File: src/logic/tpadc_pkg.sv
// Constants and helpers shared by the converter digital back end
// ==========================================================================
package tpadc_pkg;
  // ========================================================================
  // Structure
  localparam int NUM_CH = 3;
  localparam int RES_BITS = 8;
  localparam int STAGE_WORD_BITS = 2;
  localparam int SYNC_STAGES = 2;
  localparam int FIFO_DEPTH = 8;
  // ========================================================================
  // Timing, counted in sample-clock cycles
  localparam int OUTPUT_LATENCY_CYCLES = 5;
  localparam int POWERUP_INVALID_CYCLES = 20;
  localparam int OUTPUT_LATCH_CYCLES = 1;
  localparam int STARTUP_CNT_BITS = 5;
  localparam logic [4:0] STARTUP_CNT_RST = 5'h00;
  // ========================================================================
  // Format select levels
  localparam logic FMT_OFFSET_BINARY = 1'b0;
  localparam logic FMT_TWOS_COMP = 1'b1;

  // Stage i decides half a sample period after stage i-1
  function automatic int stage_lat(input int i);
    return i / 2;
  endfunction : stage_lat
endpackage : tpadc_pkg

File: src/logic/tpadc_fifo_if.sv
// Carrier between the back end and its result FIFO
`timescale 1ns/10ps
`default_nettype none
interface tpadc_fifo_if #(
  parameter int WIDTH = 24
);
  logic push_valid;
  logic push_ready;
  logic [WIDTH-1:0] push_data;
  logic pop_valid;
  logic pop_ready;
  logic [WIDTH-1:0] pop_data;
  modport fill (output push_valid, input push_ready, output push_data,
                input pop_valid, output pop_ready, input pop_data);
  modport fifo (input push_valid, output push_ready, input push_data,
                output pop_valid, input pop_ready, output pop_data);
endinterface : tpadc_fifo_if
`default_nettype wire

File: src/logic/tpadc_backend.sv
// Digital back end of a three-channel pipelined sampling converter
`timescale 1ns/10ps
`default_nettype none
module tpadc_backend #(
  parameter int NUM_CH = tpadc_pkg::NUM_CH,
  parameter int RES_BITS = tpadc_pkg::RES_BITS,
  parameter int FIFO_DEPTH = tpadc_pkg::FIFO_DEPTH
) (
  input wire logic CORE_CLK, // 200 MHz core clock
  input wire logic RST, // Synchronous reset, high
  input wire logic CE, // Clock enable, freezes state when low
  input wire logic SAMPLE_CLK_IN, // Master sample clock pin
  input wire logic [NUM_CH*(RES_BITS-1)*2-1:0] STAGE_WORDS, // Subconverter words
  input wire logic OUTPUT_FORMAT_SELECT, // Low offset binary, high two's comp
  output logic PHASE_SAMPLE, // Sampling phase
  output logic PHASE_HOLD, // Hold or amplify phase
  output logic [RES_BITS-2:0] STAGE_CLK, // Per-stage phase, alternating
  output logic [NUM_CH*RES_BITS-1:0] DATA_OUT, // Output bus, channel 0 low
  output logic DATA_VALID, // Output word is past power-up window
  output logic DATA_STROBE // One-cycle pulse when DATA_OUT changes
);
  localparam int NSTG = RES_BITS - 1;
  localparam int CHW = NSTG * tpadc_pkg::STAGE_WORD_BITS;
  localparam int PINW = NUM_CH * CHW;
  localparam int LAST_LAT = tpadc_pkg::stage_lat(NSTG - 1);
  localparam int DW = NUM_CH * RES_BITS;
  localparam int PIPE_LAT = LAST_LAT + 1 + tpadc_pkg::OUTPUT_LATCH_CYCLES;

  // ========================================================================
  // Elaboration checks
  if (RES_BITS < 3) begin : g_bad_res
    $error("Resolution too small for a pipeline");
  end
  if (NUM_CH < 1) begin : g_bad_ch
    $error("At least one channel needed");
  end
  if (RES_BITS == tpadc_pkg::RES_BITS
      && PIPE_LAT != tpadc_pkg::OUTPUT_LATENCY_CYCLES) begin : g_bad_lat
    $error("Pipeline depth does not give the output latency");
  end

  // Weighted sum of one channel's aligned words, saturated at full scale
  function automatic logic [RES_BITS-1:0] correct_f(input logic [CHW-1:0] w);
    logic [RES_BITS:0] acc;
    acc = '0;
    for (int i = 0; i < NSTG; i++) begin
      acc = acc + ((RES_BITS+1)'(w[2*i +: 2]) << (NSTG - 1 - i));
    end
    return acc[RES_BITS] ? '1 : acc[RES_BITS-1:0];
  endfunction : correct_f

  // ========================================================================
  // Pin synchronisers
  logic sclk_s1_q;
  logic sclk_s2_q;
  logic sclk_d_q;
  logic [PINW-1:0] words_s1_q;
  logic [PINW-1:0] words_s2_q;
  logic fmt_s1_q;
  logic fmt_s2_q;

  // Two flops on every pin but RST and CE before use
  always_ff @(posedge CORE_CLK) begin
    if (RST) begin
      sclk_s1_q <= 1'b0;
      sclk_s2_q <= 1'b0;
      fmt_s1_q <= tpadc_pkg::FMT_OFFSET_BINARY;
      fmt_s2_q <= tpadc_pkg::FMT_OFFSET_BINARY;
    end else if (CE) begin
      sclk_s1_q <= SAMPLE_CLK_IN;
      sclk_s2_q <= sclk_s1_q;
      fmt_s1_q <= OUTPUT_FORMAT_SELECT;
      fmt_s2_q <= fmt_s1_q;
    end
  end

  // Stage words follow the pins; only the sample event consumes them
  always_ff @(posedge CORE_CLK) begin
    if (RST) begin
      words_s1_q <= '0;
      words_s2_q <= '0;
    end else if (CE) begin
      words_s1_q <= STAGE_WORDS;
      words_s2_q <= words_s1_q;
    end
  end

  // ========================================================================
  // Two-phase clock
  logic phi1_q;
  logic phi2_q;
  logic evt;
  logic stall;

  // Each phase needs both taps to agree, so a dead cycle separates them
  always_ff @(posedge CORE_CLK) begin
    if (RST) begin
      sclk_d_q <= 1'b0;
      phi1_q <= 1'b0;
      phi2_q <= 1'b0;
    end else if (CE) begin
      sclk_d_q <= sclk_s2_q;
      phi1_q <= sclk_s2_q && sclk_d_q;
      phi2_q <= !sclk_s2_q && !sclk_d_q;
    end
  end

  // Sample is taken where the sampling phase falls
  assign evt = phi1_q && !(sclk_s2_q && sclk_d_q);

  assign PHASE_SAMPLE = phi1_q;
  assign PHASE_HOLD = phi2_q;

  // Alternate stages share a phase, neighbours are half a period apart
  for (genvar k = 0; k < NSTG; k++) begin : g_stclk
    assign STAGE_CLK[k] = (k % 2 == 0) ? phi1_q : phi2_q;
  end

  // ========================================================================
  // Delay line: stage i is held until the last stage catches up
  logic [PINW-1:0] aligned;

  for (genvar c = 0; c < NUM_CH; c++) begin : g_ch
    for (genvar i = 0; i < NSTG; i++) begin : g_stg
      localparam int D = LAST_LAT - tpadc_pkg::stage_lat(i);
      localparam int B = c * CHW + 2 * i;
      if (D == 0) begin : g_direct
        // Last-stage flash word is used as it arrives
        assign aligned[B +: 2] = words_s2_q[B +: 2];
      end else begin : g_delay
        logic [1:0] dly_q [D];
        // Shift on each sample event, held while the FIFO is full
        always_ff @(posedge CORE_CLK) begin
          if (RST) begin
            for (int j = 0; j < D; j++) dly_q[j] <= 2'h0;
          end else if (CE && evt && !stall) begin
            dly_q[0] <= words_s2_q[B +: 2];
            for (int j = 1; j < D; j++) dly_q[j] <= dly_q[j-1];
          end
        end
        assign aligned[B +: 2] = dly_q[D-1];
      end
    end
  end

  // ========================================================================
  // Error correction into the first latch (the FIFO)
  tpadc_fifo_if #(.WIDTH(DW)) fq ();
  logic [DW-1:0] corrected;

  for (genvar c = 0; c < NUM_CH; c++) begin : g_corr
    assign corrected[c*RES_BITS +: RES_BITS] = correct_f(aligned[c*CHW +: CHW]);
  end

  assign fq.push_valid = evt;
  assign fq.push_data = corrected;
  // A full FIFO freezes the delay line rather than dropping a sample
  assign stall = !fq.push_ready;
  // Second latch drains one word on every sample event
  assign fq.pop_ready = evt;

  tpadc_fifo #(.WIDTH(DW), .DEPTH(FIFO_DEPTH)) u_fifo (
    .clk(CORE_CLK),
    .rst(RST),
    .ce(CE),
    .bus(fq)
  );

  // ========================================================================
  // Second latch and output format
  logic [DW-1:0] out_q;
  logic strobe_q;
  logic [tpadc_pkg::STARTUP_CNT_BITS-1:0] start_q;
  logic valid_q;

  // Output register, MSB flipped per channel for two's complement
  always_ff @(posedge CORE_CLK) begin
    if (RST) begin
      out_q <= '0;
    end else if (CE && evt && fq.pop_valid) begin
      for (int c = 0; c < NUM_CH; c++) begin
        out_q[c*RES_BITS +: RES_BITS] <= fq.pop_data[c*RES_BITS +: RES_BITS]
          ^ {(fmt_s2_q == tpadc_pkg::FMT_TWOS_COMP), {(RES_BITS-1){1'b0}}};
      end
    end
  end

  // Strobe marks each new word, one per sample cycle
  always_ff @(posedge CORE_CLK) begin
    if (RST) begin
      strobe_q <= 1'b0;
    end else if (CE) begin
      strobe_q <= evt && fq.pop_valid;
    end
  end

  // Power-up window counted in sample cycles; capture logic must wait
  always_ff @(posedge CORE_CLK) begin
    if (RST) begin
      start_q <= tpadc_pkg::STARTUP_CNT_RST;
      valid_q <= 1'b0;
    end else if (CE && evt) begin
      if (start_q != 5'(tpadc_pkg::POWERUP_INVALID_CYCLES)) begin
        start_q <= start_q + 1'b1;
      end else begin
        valid_q <= 1'b1;
      end
    end
  end

  assign DATA_OUT = out_q;
  assign DATA_STROBE = strobe_q;
  assign DATA_VALID = valid_q;

  // ========================================================================
  // Checking helpers
  logic [1:0] hist_q [LAST_LAT];
  logic [DW-1:0] last_pop_q;
  logic last_fmt_q;

  // Stage-0 word of channel 0 remembered per event
  always_ff @(posedge CORE_CLK) begin
    if (RST) begin
      for (int j = 0; j < LAST_LAT; j++) hist_q[j] <= 2'h0;
      last_pop_q <= '0;
      last_fmt_q <= 1'b0;
    end else if (CE && evt) begin
      hist_q[0] <= words_s2_q[1:0];
      for (int j = 1; j < LAST_LAT; j++) hist_q[j] <= hist_q[j-1];
      last_pop_q <= fq.pop_data;
      last_fmt_q <= fmt_s2_q;
    end
  end
endmodule : tpadc_backend
`default_nettype wire

File: src/logic/tpadc_fifo.sv
// First latch stage of the output path: a small show-ahead FIFO
`timescale 1ns/10ps
`default_nettype none
module tpadc_fifo #(
  parameter int WIDTH = 24,
  parameter int DEPTH = 8
) (
  input wire logic clk, // Core clock
  input wire logic rst, // Synchronous reset, high
  input wire logic ce, // Clock enable
  tpadc_fifo_if.fifo bus // Push and pop sides
);
  localparam int AW = $clog2(DEPTH);
  logic [WIDTH-1:0] mem_q [DEPTH];
  logic [AW:0] wr_q;
  logic [AW:0] rd_q;
  logic push;
  logic pop;

  // Pointer wrap logic only works for power-of-two depths
  if (DEPTH < 2 || (1 << AW) != DEPTH) begin : g_bad_depth
    $error("FIFO depth must be a power of two");
  end

  // Full when pointers differ only in the wrap bit
  assign bus.push_ready = !((wr_q[AW] != rd_q[AW]) && (wr_q[AW-1:0] == rd_q[AW-1:0]));
  assign bus.pop_valid = (wr_q != rd_q);
  assign bus.pop_data = mem_q[rd_q[AW-1:0]];
  assign push = bus.push_valid && bus.push_ready;
  assign pop = bus.pop_valid && bus.pop_ready;

  // Storage; no reset needed, valid is tracked by pointers
  always_ff @(posedge clk) begin
    if (ce && push) begin
      mem_q[wr_q[AW-1:0]] <= bus.push_data;
    end
  end

  // Write pointer
  always_ff @(posedge clk) begin
    if (rst) begin
      wr_q <= '0;
    end else if (ce && push) begin
      wr_q <= wr_q + 1'b1;
    end
  end

  // Read pointer
  always_ff @(posedge clk) begin
    if (rst) begin
      rd_q <= '0;
    end else if (ce && pop) begin
      rd_q <= rd_q + 1'b1;
    end
  end
endmodule : tpadc_fifo
`default_nettype wire

File: config.mk
export PLATFORM = sky130hd
export DESIGN_NAME = tpadc_backend
export DESIGN_NICKNAME = d
export VERILOG_FILES = /design/src/logic/tpadc_pkg.sv /design/src/logic/tpadc_fifo_if.sv /design/src/logic/tpadc_backend.sv /design/src/logic/tpadc_fifo.sv
export SDC_FILE = /design/constraint.sdc
export NUM_CORES = 1
export LEC_CHECK = 0
export BUFFER_PORTS_ARGS = -buffer_cell sky130_fd_sc_hd__buf_2
export CAP_MARGIN = 20
export CELL_PAD_IN_SITES_DETAIL_PLACEMENT = 1
export CELL_PAD_IN_SITES_GLOBAL_PLACEMENT = 2
export CORE_MARGIN = 3
export CORE_UTILIZATION = 40
export CTS_BUF_LIST = sky130_fd_sc_hd__clkbuf_4 sky130_fd_sc_hd__clkbuf_8 sky130_fd_sc_hd__clkbuf_16
export DETAILED_ROUTE_END_ITERATION = 8
export GPL_ROUTABILITY_DRIVEN = 0
export HOLD_SLACK_MARGIN = 0.06
export PLACE_DENSITY_LB_ADDON = 0.2
export SLEW_MARGIN = 10
export SYNTH_ARGS = -nofsm -noshare
export SYNTH_HDL_FRONTEND = slang
export SYNTH_HIERARCHICAL = 1
export SYNTH_SLANG_ARGS = --single-unit
File: constraint.sdc
create_clock -name CORE_CLK -period 3.7 [get_ports CORE_CLK]
set_clock_uncertainty 0.15 [all_clocks]
set_input_delay 0.37 -clock CORE_CLK [delete_from_list [all_inputs] [get_ports CORE_CLK]]
set_output_delay 0.37 -clock CORE_CLK [all_outputs]
set_load 0.01 [all_outputs]
-- Word-level counts from Yosys, hierarchy flattened
Memory sizes are Yosys's and may differ from the RTL's. A register that Yosys moved wholly into a read port is not among the register bits.
Index checks and enable logic that the tools add are counted.
- bits in registers: 130
- latch bits: 0
- RAM bits: 264
- memory bits (read-only): 0
- input bits: 47
- output and inout port bits: 35
- word-level logic and storage cells: 170
- memories kept: 19
- add/sub/neg operators: 21
- multiply operators: 0
- divide/modulo/power cells: 0
- $lt $le $gt $ge: 0
- eq/ne operators: 4
- shift-type cells: 0
- mux-type cells: 54
- bitwise operators: 34
- reductions and logical operators: 23
- memories (name ; words ; width ; rd ports ; clocked after Yosys merged registers in ; wr ports ; line ; source):
    u_fifo.mem_q ; 8 ; 24 ; 1 ; 1 ; 1 ; tpadc_fifo.sv:14 ; logic [WIDTH-1:0] mem_q [DEPTH];
    g_ch[0].g_stg[0].g_delay.dly_q ; 3 ; 2 ; 3 ; 0 ; 3 ; tpadc_backend.sv:131 ; logic [1:0] dly_q [D];
    g_ch[0].g_stg[1].g_delay.dly_q ; 3 ; 2 ; 3 ; 0 ; 3 ; tpadc_backend.sv:131 ;
    g_ch[1].g_stg[0].g_delay.dly_q ; 3 ; 2 ; 3 ; 0 ; 3 ; tpadc_backend.sv:131 ;
    g_ch[1].g_stg[1].g_delay.dly_q ; 3 ; 2 ; 3 ; 0 ; 3 ; tpadc_backend.sv:131 ;
    g_ch[2].g_stg[0].g_delay.dly_q ; 3 ; 2 ; 3 ; 0 ; 3 ; tpadc_backend.sv:131 ;
    13 more memories ; n/a ; n/a ; n/a ; n/a ; n/a ; n/a ;
- operators with widths (cell ; number):
    2-bit 2-to-1 mux ; 36
    1-bit OR ; 30
    8-bit by 7-bit adder with 9-bit output ; 3
    9-bit by 2-bit adder with 9-bit output ; 3
    9-bit by 3-bit adder with 9-bit output ; 3
    9-bit by 4-bit adder with 9-bit output ; 3
    9-bit by 5-bit adder with 9-bit output ; 3
    9-bit by 6-bit adder with 9-bit output ; 3
    8-bit 2-to-1 mux ; 3
    8-bit bitwise XOR ; 3
    1-bit 2-to-1 mux ; 13
    2-bit OR reduction ; 6
    1-bit logical AND ; 11
    4-bit by 1-bit adder with 4-bit output (second input constant) ; 2
    3-bit 2-to-1 mux ; 2
    5-bit by 1-bit adder with 5-bit output (second input constant) ; 1
    5-bit != test (second input constant) ; 1
    1-bit zero test ; 4
    4-bit != test ; 1
    2-bit AND reduction ; 2
    3-bit equality test ; 1
    1-bit != test ; 1
    1-bit NOT ; 1

-- Depth between registers and ports, before layout
Gate-level depths: netlist of run 1.
- depth after elaboration: 10
- depth in mapped cells: 10
- gate-level depth less buffers: 7

-- Hierarchy
The synthesis of run 1 kept the hierarchy.
- modules (own cells, without submodules) (module ; instances ; cells an instance ; area an instance (um2) ; seq. area each (um2)):
    tpadc_backend ; 1 ; 724 ; 8037.7 ; 4604.4
    tpadc_fifo ; 1 ; 353 ; 7797.5 ; 5985.7

-- Least setup slack after synthesis of run 1
Ideal clock, no wire load.
- path kind: flip-flop to flip-flop
- start: register phi1_q (netlist: PHASE_SAMPLE)
- end: memory u_fifo.mem_q[0][0] (enable)
- library setup time: 0.435 ns
- arrival: 3.156 ns
- required time: 3.115 ns
- slack: -0.041 ns
- cell stages (with the launch flop): 6
- buffers on the path: 0
- clock period less this slack: 3.741 ns
- cells stage by stage: dfxtp_1 -> a21boi_4 -> nand2_1 -> a41oi_1 -> nand2_1 -> nor3_1
- longest elaborated chain between the ends: 5
- ends and longest elaborated chain (item ; line ; source):
    from (decl) ; tpadc_backend.sv:90 ; logic phi1_q;
    from (signal assigned) ; tpadc_backend.sv:103 ; phi1_q <= sclk_s2_q && sclk_d_q;
    1-bit logical AND ; tpadc_backend.sv:109 ; assign evt = phi1_q && !(sclk_s2_q && sclk_d_q);
    via evt ; tpadc_backend.sv:92 ; logic evt;
    1-bit logical AND ; tpadc_fifo.sv:29 ; assign push = bus.push_valid && bus.push_ready;
    1-bit logical AND ; tpadc_fifo.sv:34 ; if (ce && push) begin
    1-bit 2-to-1 mux ; tpadc_fifo.sv:34 ;
    1-bit 2-to-1 mux (not written as such) ; tpadc_fifo.sv:35 ; mem_q[wr_q[AW-1:0]] <= bus.push_data;
    to (decl) ; tpadc_fifo.sv:14 ;
The timed path passes the listed nets, and every way through them passes these cells.

-- Final worst setup path of run 1
- start: register phi1_q (netlist: PHASE_SAMPLE)
- end: memory u_fifo.mem_q[5][18] (enable)
The elaborated chain is that of the path after synthesis.

==> flow_metrics.env, run 1 <==
export IMPL_outcome="completed"
export IMPL_synth_edf_count=264
export IMPL_crit_required_ns=3.80
export IMPL_clk_latency_ns=0.56
export IMPL_switching_power_mw=1.970
export IMPL_internal_power_mw=7.523
export IMPL_cts_max_path_buffers=3
export IMPL_ys_seq_area_share_pct=66.88
export IMPL_max_stage_delay_ns=0.49
export IMPL_relSlewSlack_pct=39.30
export IMPL_vias=8778
export IMPL_setup_viol=0
export IMPL_die_h_um=205.0
export IMPL_start_util_pct=40.69
export IMPL_cp_common_cell="nand2_1"
export IMPL_first_pass_iters=4
export IMPL_crit_buf_inv=1
export IMPL_ys_async_sr_fraction_pct=0
export IMPL_seqPwrFrac_pct=51.2
export IMPL_worst_path_max_fanout=18
export IMPL_crit_chain="a21boi_4 -> nand2_1 -> a41oi_1 -> nand2_1 -> nor2_2 -> buf_12"
export IMPL_p_comb_share_pct=3.8
export IMPL_fin_nets=1293
export IMPL_drtAntennaViolNets=0
export IMPL_pwr_density_cell_mw_per_mm2=505.8
export IMPL_drv_slew=0
export IMPL_clkTransAtPathRegs_ns=0.05
export IMPL_cp_end_kind="flip-flop"
export IMPL_holdCritPathClass="reg2reg"
export IMPL_avgSynthCellArea_um2=14.70
export IMPL_antenna_cells=0
export IMPL_period_minus_slack_ns=2.746
export IMPL_synth_cell_types=50
export IMPL_rsz0062_at_grt="no"
export IMPL_p_leak_nw=6.949
export IMPL_fin_tns_setup_ns=0
export IMPL_cts_tree="done"
export IMPL_synth_seq_cells=397
export IMPL_clockPowerShare_pct=45.0
export IMPL_wl_per_cell_um=17.89
export IMPL_antenna_found_initial=0
export IMPL_arrival_ns=2.85
export IMPL_grt_usage_pct=15.44
export IMPL_critical_path_top_delay_family="compound AO/OA/AOI/OAI gates"
export IMPL_syn2layout_area_growth_pct=18.52
export IMPL_place_inst=1640
export IMPL_dieArea_mm2=0.04201
export IMPL_die_w_um=205.0
export IMPL_vias_per_cell=4.945
export IMPL_grt_pass1_vias=9329
export IMPL_drt_wl_total_um=31750
export IMPL_cts_setup_buffers=0
export IMPL_crit_slowest_cell="a41oi_1"
export IMPL_ys_warnings_count=6
export IMPL_tightest_slew_ns=0.9105
export IMPL_grt_remaining_overflow=0
export IMPL_vdd_ir_drop_max_mv=0.2921
export IMPL_synth_fp_nets=1149
export IMPL_tritoncts_num_buffers=45
export IMPL_io_buffers=81
export IMPL_hold_viol=0
export IMPL_synth_ff_type="edfxtp_1"
export IMPL_worstSetupPathType="reg2reg"
export IMPL_drc_errors=0
export IMPL_synth_area_mm2=0.01584
export IMPL_max_freq_mhz=364.1
export IMPL_mostFrequentLayoutCell="edfxtp_1"
export IMPL_core_area_mm2=0.03892
export IMPL_fp_row_count=72
export IMPL_swShare_pct=20.75
export IMPL_drv_cap=0
export IMPL_drtIter0Drc=422
export IMPL_fin_crit_sh_pct=74.22
export IMPL_postSynthCellCount=1077
export IMPL_ios=82
export IMPL_cts_root_buf="clkbuf_16"
export IMPL_h_tree_depth=2
export IMPL_crit_path_start_kind="flip-flop"
export IMPL_grt_pass1_wl_um=50990
export IMPL_cts_sinks=397
export IMPL_final_cell_count_no_fill=1775
export IMPL_final_layout_size_suffix_gt1_share_pct=21.96
export IMPL_dpl_hpwl_um=19300
export IMPL_mostFrequentLayoutCells="edfxtp_1, dfxtp_1, nor2_1"
export IMPL_grt_max_degree=75
-- through the flow --
step	setup WS, ns	power (mW)	utilization (%)	cell area [um^2]	hold slack [ns]
finish	0.9539	9.494	48.23	18770	0.3009
floorplan	0.3437	5.158	-	15850	0.3009
CTS	0.8924	9.649	48.23	18770	0.3064
global route	0.6588	9.875	48.23	18770	0.3276
global placement	0.9827	5.260	43.16	16800	0.2898
detailed placement	0.9031	5.274	43.16	16800	0.2979
-- power groups by stage --
stage | sequential, mW | combinational, mW | clock [mW]
5_1_grt | 4.87 | 0.408 | 4.60
6_report | 4.86 | 0.360 | 4.27
3_5_place_dp | 4.95 | 0.321 | 0
2_1_floorplan | 4.94 | 0.218 | 0
3_3_place_gp | 4.95 | 0.310 | 0
4_1_cts | 4.86 | 0.366 | 4.42
-- kinds of logic (layout without fill, tap and decap cells) --
kind of cell               Yosys count  count (layout)  synth area share [%]
DFF                                397             397                 66.88
and+or+nand+nor                    321             321                 10.07
muxes                              165             165                 14.41
buffers and inverters               76             256                 2.457
AOI/OAI and AO/OA                   74              74                 3.018
adders and majority gates           25              25                 2.118
xor gates and xnor gates            19              19                 1.051
-- worst min-delay path, stage by stage (launching register included) --
cell,delay (ns)
dfxtp_1,0.30
nand2_1,0.05
a21oi_1,0.05
-- cell type report --
cell class                      instances  area, um^2
Fill cell                            3904       20150
Sequential cell                       397       10590
Multi-Input combinational cell        604        4885
Clock buffer                           60        1264
Timing Repair Buffer                  158        1135
Tap cell                              518       648.1
Clock inverter                         23       186.4
Inverter                               15       56.30
-- repair_timing --
| action | CTS | global route |
|---|---|---|
| hold endpoints to repair | 47 | 0 |
| hold buffers | 52 | 0 |
| resized for setup | 0 | 0 |
| endpoints found under the setup margin | 0 | 0 |
-- synthesized netlist by cell type, drive strengths merged (2+ instances only) --
library cell	instances	area, um^2
nor2	116	442.9
mux2i	93	930.9
edfxtp	264	7928
buf	35	224.0
a31o	6	52.55
clkbuf	26	108.9
and2	78	488.0
inv	15	56.30
nand3b	6	45.04
a21o	3	22.52
xnor2	10	87.58
mux2	24	270.3
fa	3	60.06
mux4	48	1081
or3	5	31.28
xor2	9	78.83
nor3	5	25.02
or2	3	18.77
nand3	20	117.6
a21oi	35	178.9
a41oi	2	17.52
or4	2	15.01
a21boi	4	41.29
o21ai	7	35.03
o211ai	7	52.55
nand4	9	56.30
a211oi	7	52.55
ha	22	275.3
and3	3	18.77
and4	4	35.03
dfxtp	133	2663
nand2	57	214.0
nand2b	10	62.56
-- routing by layer --
layer	GRT usage, %	wire length (um)
met1	20.93	14740
met2	25.96	15350
met3	2.844	1068
met4	3.661	590
met5	0	0
-- final timing paths --
check	from	end	slack (ns)	cells after the start
min reg2reg	DATA_OUT[3]$_SDFFE_PP0P_	DATA_OUT[3]$_SDFFE_PP0P_	0.30	2
min	DATA_OUT[3]$_SDFFE_PP0P_	DATA_OUT[3]$_SDFFE_PP0P_	0.30	2
max reg2reg	PHASE_SAMPLE$_SDFFE_PP0P_	u_fifo/mem_q[5][18]$_DFFE_PP_	0.95	6
max	PHASE_SAMPLE$_SDFFE_PP0P_	u_fifo/mem_q[5][18]$_DFFE_PP_	0.95	6
-- sequential cells by signal, indices dropped and copies added (netlist names), 4 cells and up, named ones only --
register                  count
DATA_OUT                     24
u_fifo/wr_q                   4
g_ch.g_stg.g_delay.dly_q     72
u_fifo/rd_q                   4
words_s1_q                   42
start_q                       5
words_s2_q                   42
u_fifo/mem_q                192
(Power assumes the default switching activity.)
==> run 2, diff against run 1 <==
==> constraint.sdc (replaced) <==
create_clock -name CORE_CLK -period 2.2 [get_ports CORE_CLK]
set_clock_uncertainty 0.15 [all_clocks]
set_input_delay 0.22 -clock CORE_CLK [delete_from_list [all_inputs] [get_ports CORE_CLK]]
set_output_delay 0.22 -clock CORE_CLK [all_outputs]
set_load 0.01 [all_outputs]
==> run 2 against run 1 <==
Effect of this change: via count up 2.5%; non-clock buffer count grew 32; largest cell class unchanged; sequential share of layout area shrank 2.2 points.
==> flow_metrics.env, run 2 (synthesis results as in run 1) <==
export IMPL_grt_max_degree=100
export IMPL_rsz0062_at_grt="yes"
export IMPL_p_leak_nw=7.285
export IMPL_fin_nets=1324
export IMPL_core_area_mm2=0.03892
export IMPL_mostFrequentLayoutCells="edfxtp_1, dfxtp_1, nor2_1"
export IMPL_fp_row_count=72
export IMPL_drtIter0Drc=515
export IMPL_tightest_slew_ns=0.8338
export IMPL_fillers=3788
export IMPL_largest_register_ff_count=192
export IMPL_grt_pass1_vias=9557
export IMPL_drc_errors=0
export IMPL_tritoncts_num_buffers=43
export IMPL_dieArea_mm2=0.04201
export IMPL_antenna_found_initial=1
export IMPL_mostFrequentLayoutCell="edfxtp_1"
export IMPL_die_w_um=205.0
export IMPL_worst_path_max_fanout=8
export IMPL_pwr_density_cell_mw_per_mm2=831.5
export IMPL_setup_ws_ns=0.04454
export IMPL_fin_crit_sh_pct=97.98
export IMPL_arrival_ns=2.31
export IMPL_period_minus_slack_ns=2.155
export IMPL_vias=8999
export IMPL_grt_usage_pct=16.15
export IMPL_setup_viol=0
export IMPL_drv_cap=0
export IMPL_crit_path_start_kind="flip-flop"
export IMPL_max_freq_mhz=463.9
export IMPL_holdCritPathClass="in2reg"
export IMPL_clkTransAtPathRegs_ns=0.06
export IMPL_hold_worst_slack_ns=0.1292
export IMPL_grt_pass1_wl_um=53090
export IMPL_vdd_ir_drop_max_mv=0.4919
export IMPL_cts_max_path_buffers=3
export IMPL_outcome="completed"
export IMPL_die_h_um=205.0
export IMPL_final_layout_size_suffix_gt1_share_pct=27.27
export IMPL_hold_viol=0
export IMPL_cp_end_kind="flip-flop"
export IMPL_drtAntennaViolNets=0
export IMPL_start_util_pct=40.69
export IMPL_cts_sinks=397
export IMPL_clk_latency_ns=0.56
export IMPL_io_buffers=81
export IMPL_ios=82
export IMPL_crit_required_ns=2.35
export IMPL_dp_slack_ns=-0.08154
export IMPL_cts_tree="done"
export IMPL_wl_per_cell_um=18.23
export IMPL_drv_slew=0
export IMPL_relSlewSlack_pct=44.41
export IMPL_worstSetupPathType="reg2reg"
export IMPL_grt_remaining_overflow=0
export IMPL_first_pass_iters=4
export IMPL_antenna_cells=0
export IMPL_cts_root_buf="clkbuf_16"
export IMPL_syn2layout_area_growth_pct=23.29
export IMPL_h_tree_depth=2
export IMPL_drt_wl_total_um=32900
export IMPL_vias_per_cell=4.986
export IMPL_dpl_hpwl_um=20100
==> run 2: cell count changes in the layout (fill, tap and decap cells not counted), moves of 4 or more <==
cell           delta
nand3_2           +7
nor2_4            +5
buf_4            +19
clkinv_1          -5
dlygate4sd3_1     -7
buf_12           +17
a21oi_1           -4
nand3_1           -8
==> run 2: final timing paths <==
check | end | slack (ns) | cells after the start | startpoint
max reg2reg | u_fifo/mem_q[6][6]$_DFFE_PP_ | 0.04 | 7 | g_ch[0].g_stg[4].g_delay.dly_q[0][0]$_SDFFCE_PN0P_
min reg2reg | DATA_OUT[1]$_SDFFE_PP0P_ | 0.30 | 2 | DATA_OUT[1]$_SDFFE_PP0P_
min | fmt_s1_q$_SDFFE_PP0P_ | 0.13 | 4 | CE
max | u_fifo/mem_q[6][6]$_DFFE_PP_ | 0.04 | 7 | g_ch[0].g_stg[4].g_delay.dly_q[0][0]$_SDFFCE_PN0P_
==> run 2: area by class of cell <==
cell class	count	area, um^2	share of cell area (%)
flip-flops and latches	397	10600	54.28
multi-input cells	605	5139	26.32
repair buffers	190	1598	8.184
clock buffers	63	1286	6.588
well taps	518	648.1	3.320
clock inverters	17	197.7	1.013
inverters	15	56.30	0.2884
==> run 2: stage by stage <==
step	area, um^2	power [mW]	instances	util, %	setup TNS [ns]
after floorplan	15980	8.670	1077	-	-13.22
after global placement	17300	8.859	1666	44.46	-8.890
after detailed placement	17330	8.885	1667	44.53	-3.279
after CTS	19360	16.43	1796	49.75	-0.1447
after global routing	19520	16.88	1805	50.16	-1.474
final	19520	16.23	1805	50.16	0
==> run 2: timing repair <==
action / CTS / global route
buffers inserted: 4 / 8
gates resized for setup: 12 / 24
hold buffers: 45 / 0
endpoints found under the hold margin: 46 / 0
pin swaps: 3 / 15
endpoints found under the setup margin: 104 / 224
gates cloned: 0 / 1
==> run 2: routing by layer <==
| metal | GRT usage (%) | wire length [um] | share of wire (%) | vias up |
|---|---|---|---|---|
| li1 | - | - | - | 4308 |
| met1 | 21.37 | 14770 | 45 | 4525 |
| met2 | 27.62 | 16320 | 50 | 125 |
| met3 | 3.115 | 1235 | 3.8 | 41 |
| met4 | 3.881 | 568 | 1.7 | 0 |
| met5 | 0 | 0 | 0 | - |
==> run 2: critical path: stages, from the launching register on <==
cell and delay (ns):
edfxtp_1 0.39, ha_1 0.31, a21o_1 0.19, and4_1 0.22, o21ai_1 0.11, buf_4 0.16, o211ai_1 0.16, buf_4 0.22
==> run 2: report_power, final <==
group          internal, mW  total, mW  leakage [nW]  switching (mW)
Sequential             8.11       8.17          3.56          0.0619
Clock                  4.54       7.41         0.746            2.86
Combinational         0.292      0.659          2.98           0.367
Total                  12.9       16.2          7.29            3.29
==> run 3, diff against run 2 <==
--- a/config.mk
+++ b/config.mk
@@ -9,12 +9,12 @@
 export CAP_MARGIN = 20
 export CELL_PAD_IN_SITES_DETAIL_PLACEMENT = 1
 export CELL_PAD_IN_SITES_GLOBAL_PLACEMENT = 2
-export CORE_MARGIN = 3
 export CORE_UTILIZATION = 40
 export CTS_BUF_LIST = sky130_fd_sc_hd__clkbuf_4 sky130_fd_sc_hd__clkbuf_8 sky130_fd_sc_hd__clkbuf_16
 export DETAILED_ROUTE_END_ITERATION = 8
 export GPL_ROUTABILITY_DRIVEN = 0
 export HOLD_SLACK_MARGIN = 0.06
+export MAX_ROUTING_LAYER = met4
 export PLACE_DENSITY_LB_ADDON = 0.2
 export SLEW_MARGIN = 10
 export SYNTH_ARGS = -nofsm -noshare
==> constraint.sdc (replaced) <==
create_clock -name CORE_CLK -period 2.2 [get_ports CORE_CLK]
set_clock_uncertainty 0.15 [all_clocks]
set_input_delay 0.22 -clock CORE_CLK [delete_from_list [all_inputs] [get_ports CORE_CLK]]
set_output_delay 0.22 -clock CORE_CLK [all_outputs]
set_load 0.005 [all_outputs]
==> run 3 against run 2 <==
Effect of this change: power shrank 0.93%; combinational power up 1%; flip-flop and latch count unchanged; critical path type unchanged; highest routed layer unchanged.
==> flow_metrics.env, run 3 (synthesis results as in run 1) <==
export IMPL_crit_required_ns=2.36
export IMPL_switching_power_mw=3.340
export IMPL_dieArea_mm2=0.04039
export IMPL_clockPowerShare_pct=45.1
export IMPL_cts_tree="done"
export IMPL_fin_nets=1331
export IMPL_rr_worst_depth=7
export IMPL_arrival_ns=2.33
export IMPL_crit_slowest_cell="edfxtp_1"
export IMPL_drv_cap=0
export IMPL_worst_path_max_fanout=8
export IMPL_grt_usage_pct=17.09
export IMPL_clkTransAtPathRegs_ns=0.06
export IMPL_core_area_mm2=0.03883
export IMPL_drtAntennaViolNets=0
export IMPL_die_w_um=201.0
export IMPL_mostFrequentLayoutCells="edfxtp_1, dfxtp_1, nor2_1"
export IMPL_p_leak_nw=7.272
export IMPL_hold_viol=0
export IMPL_h_tree_depth=2
export IMPL_crit_chain="ha_1 -> a21o_1 -> and4_4 -> o21ai_4 -> buf_6 -> nand3b_1 -> buf_4"
export IMPL_swShare_pct=20.77
export IMPL_period_minus_slack_ns=2.173
export IMPL_vias_per_cell=4.926
export IMPL_wl_per_cell_um=18.16
export IMPL_fin_crit_sh_pct=98.77
export IMPL_relSlewSlack_pct=50.91
export IMPL_tightest_slew_ns=0.7364
export IMPL_drc_errors=0
export IMPL_max_freq_mhz=460.2
export IMPL_cp_depth=7
export IMPL_tritoncts_num_buffers=42
export IMPL_final_layout_size_suffix_gt1_share_pct=26.80
export IMPL_cp_end_kind="flip-flop"
export IMPL_max_stage_delay_ns=0.45
export IMPL_grt_max_degree=90
export IMPL_first_pass_iters=4
export IMPL_die_h_um=201.0
export IMPL_rrSetupSlack_ns=0.03
export IMPL_cts_max_path_buffers=3
export IMPL_drtIter0Drc=340
export IMPL_outcome="completed"
export IMPL_p_comb_share_pct=4.1
export IMPL_seqPwrFrac_pct=50.8
export IMPL_grt_pass1_wl_um=51940
export IMPL_drv_slew=0
export IMPL_pwr_density_cell_mw_per_mm2=824.5
export IMPL_grt_pass1_vias=9304
export IMPL_syn2layout_area_growth_pct=23.18
export IMPL_mostFrequentLayoutCell="edfxtp_1"
export IMPL_min_path_cells=4
export IMPL_fin_tns_setup_ns=0
export IMPL_worstSetupPathType="reg2reg"
export IMPL_grt_remaining_overflow=0
export IMPL_vdd_ir_drop_max_mv=0.6030
export IMPL_ios=82
export IMPL_drt_wl_total_um=32850
export IMPL_vias=8911
export IMPL_cts_sinks=397
export IMPL_critical_path_top_delay_family="flip-flops"
export IMPL_antenna_cells=0
export IMPL_crit_buf_inv=2
export IMPL_setup_viol=0
export IMPL_clk_latency_ns=0.56
export IMPL_internal_power_mw=12.74
export IMPL_cts_root_buf="clkbuf_16"
export IMPL_fillers=3808
export IMPL_start_util_pct=40.78
export IMPL_dpl_hpwl_um=20090
export IMPL_antenna_found_initial=1
export IMPL_io_buffers=81
export IMPL_crit_path_start_kind="flip-flop"
export IMPL_holdCritPathClass="in2reg"
export IMPL_fp_row_count=72
export IMPL_total_power_mw=16.08
export IMPL_largest_register_ff_count=192
export IMPL_rsz0062_at_grt="yes"
==> run 3: path summary, 6_finish.rpt <==
| check | startpoint | endpoint |
|---|---|---|
| worst min-delay path | STAGE_WORDS[33] | words_s1_q[33]$_SDFFE_PP0P_ |
| worst max-delay path | g_ch[2].g_stg[5].g_delay.dly_q[0][1]$_SDFFCE_PN0P_ | u_fifo/mem_q[4][16]$_DFFE_PP_ |
| worst min register to register | DATA_OUT[19]$_SDFFE_PP0P_ | DATA_OUT[19]$_SDFFE_PP0P_ |
| worst max register to register | g_ch[2].g_stg[5].g_delay.dly_q[0][1]$_SDFFCE_PN0P_ | u_fifo/mem_q[4][16]$_DFFE_PP_ |
==> run 3: power groups by stage <==
| stage | Clock [mW] | Sequential (mW) | Combinational (mW) |
|---|---|---|---|
| finish | 7.25 | 8.17 | 0.667 |
| global route | 7.73 | 8.18 | 0.739 |
| CTS | 7.47 | 8.17 | 0.634 |
| detailed placement | 0 | 8.33 | 0.555 |
| global placement | 0 | 8.33 | 0.532 |
| floorplan | 0 | 8.30 | 0.365 |
==> run 3: routing by layer <==
metal,GRT usage [%],up-vias,wire length [um]
met5,-,-,0
met4,6.298,0,798
met3,2.646,54,1068
met2,26.95,129,15600
met1,22.36,4411,15380
li1,-,4317,-
==> run 3: cell type report <==
cell class,instances,area [um^2],share of cell area [%]
Sequential cell,397,10600,54.33
Inverter,15,56.30,0.2886
Tap cell,518,648.1,3.323
Timing Repair Buffer,198,1665,8.538
Multi-Input combinational cell,605,5124,26.27
Clock buffer,52,1156,5.927
Clock inverter,24,259.0,1.328
==> run 3: worst register-to-register path, delay by kind of cell (launching register included) <==
family / cells / cell delay, ns
simple gates: 2 / 0.30
buf+inv: 2 / 0.34
fa+ha+maj: 1 / 0.31
compound gates: 2 / 0.38
flops: 1 / 0.45
==> run 3: repair_timing <==
action                                  in CTS  in global routing
hold endpoints to repair                    55                  0
resized for setup                            5                 24
pin swaps                                    3                 14
gates cloned                                 0                  1
buffers inserted                             3                 12
hold buffers                                48                  0
endpoints found under the setup margin      88                182
==> run 3: metrics by stage <==
stage	setup WS [ns]	instance area, um^2	std cells	utilization, %	hold WS, ns
after floorplan	-0.2588	15980	1077	-	0.2172
after global placement	-0.08013	17310	1668	44.57	0.2926
after detailed placement	-0.1220	17330	1669	44.64	0.2988
after CTS	-0.09648	19270	1796	49.64	0.2513
after global routing	-0.05781	19510	1809	50.24	0.2819
final	0.02699	19510	1809	50.24	0.2829
